==> config.mk <==
export PLATFORM = sky130hd
export DESIGN_NAME = eprom_mode_ctrl
export DESIGN_NICKNAME = d
export VERILOG_FILES = /design/src/rtl/eprom_ctl_pkg.sv /design/src/rtl/eprom_mode_ctrl.sv
export VERILOG_INCLUDE_DIRS = /design/src /design/src/rtl
export SDC_FILE = /design/constraint.sdc
export NUM_CORES = 2
export LEC_CHECK = 0
export BUFFER_PORTS_ARGS = -buffer_cell sky130_fd_sc_hd__buf_2
export CORE_MARGIN = 10
export CORE_UTILIZATION = 25
export DETAILED_ROUTE_END_ITERATION = 12
export PLACE_DENSITY = 0.42
export SLEW_MARGIN = 25
export SYNTH_ARGS = -nofsm -noshare
export SYNTH_HDL_FRONTEND = slang
export SYNTH_SLANG_ARGS = --single-unit
==> constraint.sdc <==
create_clock -name mclk -period 3.4 [get_ports mclk]
set_input_delay 0.68 -clock mclk [delete_from_list [all_inputs] [get_ports mclk]]
set_output_delay 0.68 -clock mclk [all_outputs]
set_load 0.01 [all_outputs]
==> src/rtl/eprom_ctl_regs.svh <==
// register offsets, bit positions, reset values and address windows of the eprom control block
`ifndef EPROM_CTL_REGS_SVH
`define EPROM_CTL_REGS_SVH

`define PROG_CTRL_ADDR      16'h001c
`define TIMEBASE2_ADDR      16'h0011
`define PROG_CTRL_RESET     8'h00
`define TIMEBASE2_RESET     8'h00
`define LATCH_ENABLE_BIT    1
`define PROGRAM_POWER_BIT   0
`define PROG_RSVD_BIT       2
`define PROG_TEST_HI        7
`define PROG_TEST_LO        3
`define WATCHDOG_ENABLE_BIT 1
`define WATCHDOG_CLEAR_BIT  0
`define RAM_BASE            16'h00c0
`define RAM_LAST            16'h01bf
`define RAM_EXEC_ENTRY      16'h00c0
`define EPROM_BASE          16'h1000
`define EPROM_LAST          16'h2fff
`define BOOT_ROM_BASE       16'h3e00
`define BOOT_ROM_LAST       16'h3fef
`define USER_VEC_BASE       16'h3ff0
`define USER_VEC_LAST       16'h3fff
`define ERASED_BYTE         8'hff
`define UNMAPPED_BYTE       8'h00

`endif

==> src/rtl/eprom_ctl_pkg.sv <==
// types shared by the eprom program control and mode select block
package eprom_ctl_pkg;

  typedef enum logic [1:0]
  {
    single_chip_mode = 2'b01,
    bootstrap_mode_e = 2'b10
  } op_mode_t;

  typedef enum logic [5:0]
  {
    reg_none    = 6'b000001,
    reg_ram     = 6'b000010,
    reg_eprom   = 6'b000100,
    reg_boot    = 6'b001000,
    reg_vectors = 6'b010000,
    reg_control = 6'b100000
  } region_t;

  typedef struct packed
  {
    op_mode_t         mode;
    logic             pend_boot;
    logic             armed;
    logic             latch_en;
    logic             power_req;
    logic [4:0]       test_bits;
    logic [5:0]       tb2_bits;
    logic [255:0][7:0] ram;
    logic [7:0]       rdata;
    logic [15:0]      lat_addr;
    logic [7:0]       lat_data;
    logic             lat_strobe;
    logic             boot_out;
    logic             prog_power;
    logic             latch_out;
    logic             wdog_reset;
  } state_t;

endpackage

==> src/rtl/eprom_mode_ctrl.sv <==
// mode latch at reset release, memory decode and eprom programming control
//
// Behaviour
// RQ1: on reset release, latch both mode-select pins and enter the encoded mode.
// RQ2: once entered the mode cannot be changed by software, only by reset.
// RQ3: while reset is low every pin takes its single-chip configuration.
// RQ4: bootstrap only with pin a at test voltage and pin b high.
// RQ5: in bootstrap the reset vector comes from boot ROM 3E00-3FEF.
// RQ6: in bootstrap the boot ROM also supplies the interrupt vectors.
// RQ7: the loader hands control to RAM at 00C0.
// RQ8: bootstrap mode grants access to all privileged control bits.
// RQ9: decode 8K EPROM at 1000-2FFF and 16-byte vectors at 3FF0-3FFF.
// RQ10: provide 256 bytes of internal RAM in the address space.
// RQ11: an erased EPROM location reads as FF.
// RQ12: in user mode only latch enable and program power are writable.
// RQ13: software sets latch, writes data, sets power, waits, clears both.
// RQ14: one write may clear both program power and latch enable.
// RQ15: bits 7-3 read zero in user mode; bit 2 always reads zero.
// RQ16: with latch set, EPROM writes capture address and data; reads unserviced.
// RQ17: with latch clear, EPROM paths are in normal read configuration.
// RQ18: program power reaches the array only while latch enable is set.
// RQ19: program power is forced to zero whenever latch enable is clear.
// RQ20: software should set latch only with programming supply present.
// RQ21: no watchdog; its enable and clear bits at 0011 read zero, no reset.
// RQ22: control register at a chosen address, cleared on any reset.
//
// The strobed register port and the register addresses were chosen for this implementation.
`timescale 1ns/100ps

module eprom_mode_ctrl
(
  input  wire logic        mclk,
  input  wire logic        reset_n,
  input  wire logic        clk_en,
  input  wire logic        mode_select_pin_a_hv,
  input  wire logic        mode_select_pin_b,
  input  wire logic [15:0] cpu_addr,
  input  wire logic [7:0]  cpu_wdata,
  input  wire logic        cpu_wr,
  input  wire logic        cpu_rd,
  output logic      [7:0]  cpu_rdata,
  input  wire logic [7:0]  eprom_rdata,
  input  wire logic        eprom_blank,
  input  wire logic [7:0]  boot_rom_rdata,
  output logic             bootstrap_mode,
  output logic             latch_enable,
  output logic             prog_power,
  output logic      [15:0] latched_addr,
  output logic      [7:0]  latched_data,
  output logic             latch_strobe,
  output logic             watchdog_reset
);
  import eprom_ctl_pkg::*;

  `include "eprom_ctl_regs.svh"

  //////////////////////////////////////////////////////////////////////////////

  state_t st;
  state_t next_st;

  function automatic logic in_range(input logic [15:0] a,
                                    input logic [15:0] lo,
                                    input logic [15:0] hi);
    in_range = (a >= lo) && (a <= hi);
  endfunction

  function automatic region_t decode(input logic [15:0] a);
    if (a == `PROG_CTRL_ADDR || a == `TIMEBASE2_ADDR)
    begin
      decode = reg_control;
    end
    else if (in_range(a, `RAM_BASE, `RAM_LAST)) // RQ10
    begin
      decode = reg_ram;
    end
    else if (in_range(a, `EPROM_BASE, `EPROM_LAST)) // RQ9
    begin
      decode = reg_eprom;
    end
    else if (in_range(a, `BOOT_ROM_BASE, `BOOT_ROM_LAST)) // RQ5
    begin
      decode = reg_boot;
    end
    else if (in_range(a, `USER_VEC_BASE, `USER_VEC_LAST)) // RQ9
    begin
      decode = reg_vectors;
    end
    else
    begin
      decode = reg_none;
    end
  endfunction

  // the entry point sits on the first ram byte so the loader's jump lands inside ram
  localparam logic [7:0] ram_entry_index = 8'(`RAM_EXEC_ENTRY - `RAM_BASE); // RQ7

  // reset images of the two registers, taken apart into the fields that hold them
  localparam logic [7:0] ctrl_reset_value = `PROG_CTRL_RESET; // RQ22
  localparam logic [7:0] tb2_reset_value  = `TIMEBASE2_RESET;

  region_t    region;
  logic [7:0] ram_index;
  logic       is_boot;
  logic       pins_select_boot;

  assign region           = decode(cpu_addr);
  assign ram_index        = 8'(cpu_addr - `RAM_BASE);
  assign is_boot          = (st.mode == bootstrap_mode_e);
  // ordinary logic levels on pin a never count as the test voltage
  assign pins_select_boot = mode_select_pin_a_hv & mode_select_pin_b; // RQ4

  //////////////////////////////////////////////////////////////////////////////

  always_comb
  begin
    next_st = st;

    if (!reset_n)
    begin
      // all pins stay single-chip until release; the sample taken here is
      // the pin level at the last clock edge while reset is still low
      next_st.mode       = single_chip_mode; // RQ3
      next_st.pend_boot  = pins_select_boot; // RQ1
      next_st.armed      = 1'b1;
      next_st.latch_en   = ctrl_reset_value[`LATCH_ENABLE_BIT]; // RQ22
      next_st.power_req  = ctrl_reset_value[`PROGRAM_POWER_BIT]; // RQ22
      next_st.test_bits  = ctrl_reset_value[`PROG_TEST_HI:`PROG_TEST_LO];
      next_st.tb2_bits   = tb2_reset_value[7:2];
      next_st.rdata      = 8'h00;
      next_st.lat_addr   = 16'h0000;
      next_st.lat_data   = 8'h00;
      next_st.lat_strobe = 1'b0;
      next_st.boot_out   = 1'b0; // RQ3
      next_st.prog_power = 1'b0;
      next_st.latch_out  = 1'b0;
      next_st.wdog_reset = 1'b0;
    end
    else if (clk_en)
    begin
      // the capture strobe lasts one enabled cycle and holds while frozen
      next_st.lat_strobe = 1'b0;

      // mode is taken once per reset; no bus access reaches these fields
      if (st.armed)
      begin
        next_st.mode  = st.pend_boot ? bootstrap_mode_e : single_chip_mode; // RQ1
        next_st.armed = 1'b0; // RQ2
      end

      if (cpu_wr)
      begin
        unique case (region)
          reg_control:
          begin
            if (cpu_addr == `PROG_CTRL_ADDR)
            begin
              next_st.latch_en = cpu_wdata[`LATCH_ENABLE_BIT];
              // power bit cannot stand without the latch bit of the same write
              next_st.power_req = cpu_wdata[`PROGRAM_POWER_BIT]
                                & cpu_wdata[`LATCH_ENABLE_BIT]; // RQ19 RQ14
              if (is_boot) // RQ12
              begin
                next_st.test_bits = cpu_wdata[`PROG_TEST_HI:`PROG_TEST_LO]; // RQ8
              end
              // user mode leaves the test bits untouched
            end
            else
            begin
              next_st.tb2_bits = cpu_wdata[7:2];
            end
          end
          reg_ram:
          begin
            next_st.ram[ram_index] = cpu_wdata;
          end
          reg_eprom, reg_vectors:
          begin
            if (st.latch_en)
            begin
              next_st.lat_addr   = cpu_addr; // RQ16
              next_st.lat_data   = cpu_wdata;
              next_st.lat_strobe = 1'b1;
            end
            // with the latch clear the array is in read mode and ignores writes
          end
          reg_boot, reg_none:
          begin
          end
        endcase
      end

      if (cpu_rd)
      begin
        unique case (region)
          reg_control:
          begin
            if (cpu_addr == `PROG_CTRL_ADDR)
            begin
              next_st.rdata = {is_boot ? st.test_bits : 5'h00, // RQ15 RQ8
                               1'b0, // RQ15
                               st.latch_en, st.power_req};
            end
            else
            begin
              // watchdog enable and clear always read low
              next_st.rdata = {st.tb2_bits, 2'b00}; // RQ21
            end
          end
          reg_ram:
          begin
            next_st.rdata = st.ram[ram_index];
          end
          reg_eprom:
          begin
            if (st.latch_en)
            begin
              next_st.rdata = `ERASED_BYTE; // RQ16
            end
            else
            begin
              next_st.rdata = eprom_blank ? `ERASED_BYTE : eprom_rdata; // RQ17 RQ11
            end
          end
          reg_vectors:
          begin
            if (is_boot)
            begin
              next_st.rdata = boot_rom_rdata; // RQ6 RQ5
            end
            else if (st.latch_en)
            begin
              next_st.rdata = `ERASED_BYTE; // RQ16
            end
            else
            begin
              next_st.rdata = eprom_blank ? `ERASED_BYTE : eprom_rdata; // RQ11
            end
          end
          reg_boot:
          begin
            next_st.rdata = boot_rom_rdata; // RQ5
          end
          reg_none:
          begin
            next_st.rdata = `UNMAPPED_BYTE;
          end
        endcase
      end

      next_st.boot_out   = (next_st.mode == bootstrap_mode_e);
      next_st.latch_out  = next_st.latch_en;
      next_st.prog_power = next_st.power_req & next_st.latch_en; // RQ18
      next_st.wdog_reset = 1'b0; // RQ21
    end
  end

  always_ff @(posedge mclk)
  begin
    st <= next_st;
  end

  assign cpu_rdata      = st.rdata;
  assign bootstrap_mode = st.boot_out;
  assign latch_enable   = st.latch_out;
  assign prog_power     = st.prog_power;
  assign latched_addr   = st.lat_addr;
  assign latched_data   = st.lat_data;
  assign latch_strobe   = st.lat_strobe;
  assign watchdog_reset = st.wdog_reset;

  // reads that go to the array: all eprom bytes, and the vectors outside bootstrap
  logic array_read;

  assign array_read = (region == reg_eprom) || (region == reg_vectors && !is_boot);
endmodule

==> metrics.md <==
| Metric | Value |
|---|---|
| Maximum clock rate | approximately 0.31 GHz |
| Arithmetic-cell share of the synthesized area counting full adders, half adders and majority gates | 0.0005440 |
| Arrival time reported for the critical path endpoint | about 4.0 ns |
| Hold/Removal Path Class | input pin to flip-flop |
| Final cell utilization of the core | 0.3131 |
| Total of fill cells in the finished design | 36350 |
| Die footprint | slightly below 400000 um^2 |
| Warnings from Yosys | 0 |
| Relative slew slack | 0.3149 |
| Width of the die | roughly 630 um |
| Post-Syn Area per Cell | 14.03 um^2 |
| Cell with the most instances after synthesis | sky130_fd_sc_hd__nor2_1 |
| Fraction of synthesized area in multiplexers | 0.1420 |
| Maximum VDD drop | 428.3 uV |
| Combined area of the multi-input logic cells | between 20000 and 30000 um^2 |
| Number of global-route vias before repair | 60850 |
| Cell taking the most area after synthesis | sky130_fd_sc_hd__edfxtp_1 |
| Final Critical Period | between 3 and 4 ns |
| Portion of the post-synthesis area used by sequential elements | 0.6799 |
| Total CTS buffers | 240 |
| Total of buffers placed on input and output ports | 83 |
| Number of cells on the worst hold path | 2 |
| Post-synthesis xor/xnor area fraction | 0.00009520 |
| Compound-Gate Fraction of Synth Area | 0.02373 |
| Number of endpoints failing setup at the final stage | 0 |
| Pwr per Cell Area | between 500 and 600 nW/um^2 |
| RSZ-0062 raised after global routing | false |
| CTS H-Tree Depth | 4 |
| Number of enable flip-flop cells after synthesis | 2049 |
| First-pass iteration count of the detailed router | 6 |
| Std-Cell Rows | 222 |
| CTS Root Buffer Type | sky130_fd_sc_hd__clkbuf_16 |
| Dominant combinational cell family by area after synthesis | multiplexers |
| Combined area of all synthesized cells | about 92000 um^2 |
| Post-layout net count | 7613 |
| Average routed wire per standard cell | 27.51 um |
| Area contributors post-synth | sky130_fd_sc_hd__edfxtp_1 (67%), sky130_fd_sc_hd__mux4_2 (13%), sky130_fd_sc_hd__nor2_1 (9.7%) |
| Area grow syn2layout | 24.60% |
| Cell leakage power | 32.03 nW |
| Number of antenna violations at the first check in global routing | 15 |
| Final Hold Viols | 0 |
| Count of state elements after synthesis | 2100 |
| Flip-flop and latch area | 62550 um^2 |
| Final critical-path share of the clock period | 0.9413 |
| IO Pins | 85 |
| Status | complete, no violations |
| Library cells used by synthesis | 75 |
| Clock tree buffer depth | 4 |
| Hold bufs inserted after CTS | 1 |
| Post-detailed-route DRC marker count | 0 |
| Crit Path Max Fanout | 19 |
| Vias per Instance | 4.823 |
| Most numerous cell types in the synthesized netlist | sky130_fd_sc_hd__nor2_1 (2370), sky130_fd_sc_hd__edfxtp_1 (2049), sky130_fd_sc_hd__mux4_2 (514) |
| Drt initial violations | 6720 |
| Final-layout worst hold slack | 0.05566 ns |
| Half-perimeter wire length of the detailed placement result | 242900 um |
| Simple-gate share of the synthesized area | 0.1242 |
| Number of max-slew violations in the final report | 0 |
| CTS Sinks | 2100 |
| Placer congestion estimate | approximately 0.9 |
| FF-to-FF path depth | 9 |
| Worst Setup Start Kind | input pin |
| Clock tree from TritonCTS | built |
| Number of nets still failing antenna checks after routing | 0 |
| Starting density of the core | 0.2513 |
| Data required time at the worst endpoint | 4.20 ns |
| Total negative setup slack | 0 ns |
| Fraction of synthesis flops using an asynchronous set or reset pin | 0 |
| Post-cts resize count | 0 |
| Least-Margin Pin Slew | between 1 and 1.5 ns |
| CP Capture Type | flip-flop |
| Insertion delay to the later sink of the worst-skew pair | about 0.91 ns |
| Post-CTS setup-driven buffer insertion count | 0 |
| Die Y | 626.6 um |
| Synth top area share | 0.6688 |
| Maximum number of pins on one net before global-route repair | 125 |
| Core area | 366100 um^2 |
| Clock skew after layout | 0.05000 ns |
| Remaining global-route overflow | 0 |
| Clk slew on worst S/H paths | around 0.06 ns |
| Aggregate global-route resource usage | 0.1714 |
| Share of cells above drive strength 1 | 0.2860 |
| Final Routed Wirelength | 346100 um |
| Most frequently used flop master after synthesis | sky130_fd_sc_hd__edfxtp_1 |
| Vias post-DR | 60680 |
| Syn Inst Count | 6557 |
| Number of max-cap violations | 0 |
| Type of the worst setup path | input pin to flip-flop |
| First-pass GRT wire length | around 490000 um |
| Net count after synthesis | 6609 |
## registers in the layout, indices dropped and copies added, names as in the netlist
name,flops
st,2064
latched_addr,16
cpu_rdata,8
latched_data,8
bootstrap_mode,1
latch_enable,1
latch_strobe,1
prog_power,1
## final cells by class
cell class                      instances  share of cell area
Tap cell                             4816             0.05257
Clock buffer                          300             0.05570
Clock inverter                        137             0.01371
Multi-Input combinational cell       3911              0.2350
Sequential cell                      2100              0.5457
Antenna cell                            8           0.0001746
Timing Repair Buffer                 1300             0.09696
Inverter                                8           0.0002620
## cells in the final DEF, fill, tap and decap left out, types with 54 or more instances in the layout
master and n:
sky130_fd_sc_hd__buf_12 120, sky130_fd_sc_hd__nor2_1 2361, sky130_fd_sc_hd__clkbuf_16 243, sky130_fd_sc_hd__mux4_2 514, sky130_fd_sc_hd__o21ai_0 58, sky130_fd_sc_hd__a21oi_1 54, sky130_fd_sc_hd__buf_2 78, sky130_fd_sc_hd__edfxtp_1 2049
sky130_fd_sc_hd__buf_4 1096, sky130_fd_sc_hd__mux2i_1 131, sky130_fd_sc_hd__nand2_1 377
## cells by family (layout without fill, tap and decap cells)
kind of cell	after synthesis	in the layout
simple gates	2921	2921
flops	2100	2100
mux	661	661
buf+inv	546	1745
compound gates	323	323
fa+ha+maj	4	4
other cells	1	9
xor+xnor	1	1
## power by group
group / leakage (nW) / internal (mW) / switching, mW
combinational: 13.6 / 0.906 / 1.98
sequential: 14.5 / 28.0 / 0.0249
clock: 3.88 / 15.7 / 11.0
## per-layer routing
layer  global-route usage  wire length [um]
met2               0.2794            163000
met3              0.02434             21120
met5                    0                 0
met4              0.05463             12750
met1               0.2359            149200
## worst max-delay path: stages
cell	delay (ns)
sky130_fd_sc_hd__buf_8	0.34
sky130_fd_sc_hd__buf_12	0.26
sky130_fd_sc_hd__buf_4	0.20
sky130_fd_sc_hd__mux4_2	0.57
sky130_fd_sc_hd__o311ai_0	0.76
sky130_fd_sc_hd__buf_4	0.26
sky130_fd_sc_hd__o311ai_0	0.14
sky130_fd_sc_hd__buf_4	0.18
sky130_fd_sc_hd__a21oi_1	0.29
sky130_fd_sc_hd__buf_4	0.17
sky130_fd_sc_hd__nor3_1	0.04
## path summary, 6_finish.rpt
path,to,slack (ns),start
max,cpu_rdata[4]$_SDFFE_PN0P_,0.20,cpu_addr[0]
min,st[2099]$_DFFE_PN_,0.06,mode_select_pin_a_hv
max reg2reg,cpu_rdata[3]$_SDFFE_PN0P_,0.37,st[616]$_DFFE_PP_
min reg2reg,latched_data[1]$_SDFFE_PN0P_,0.45,latched_data[1]$_SDFFE_PN0P_
## per-stage QoR
| stage | cell area (um^2) | power, mW | std cells | setup slack, ns |
|---|---|---|---|---|
| after global routing | 114600 | 59.11 | 12570 | 0.1984 |
| after global placement | 106600 | 31.43 | 12130 | -0.8912 |
| after floorplan | 92000 | 29.82 | 6557 | 0.05042 |
| after detailed placement | 106600 | 31.43 | 12130 | -0.6841 |
| after CTS | 114600 | 58.03 | 12570 | 0.2712 |
| final | 114600 | 57.53 | 12580 | 0.1995 |
No activity file was read; power rests on OpenSTA's default activity.
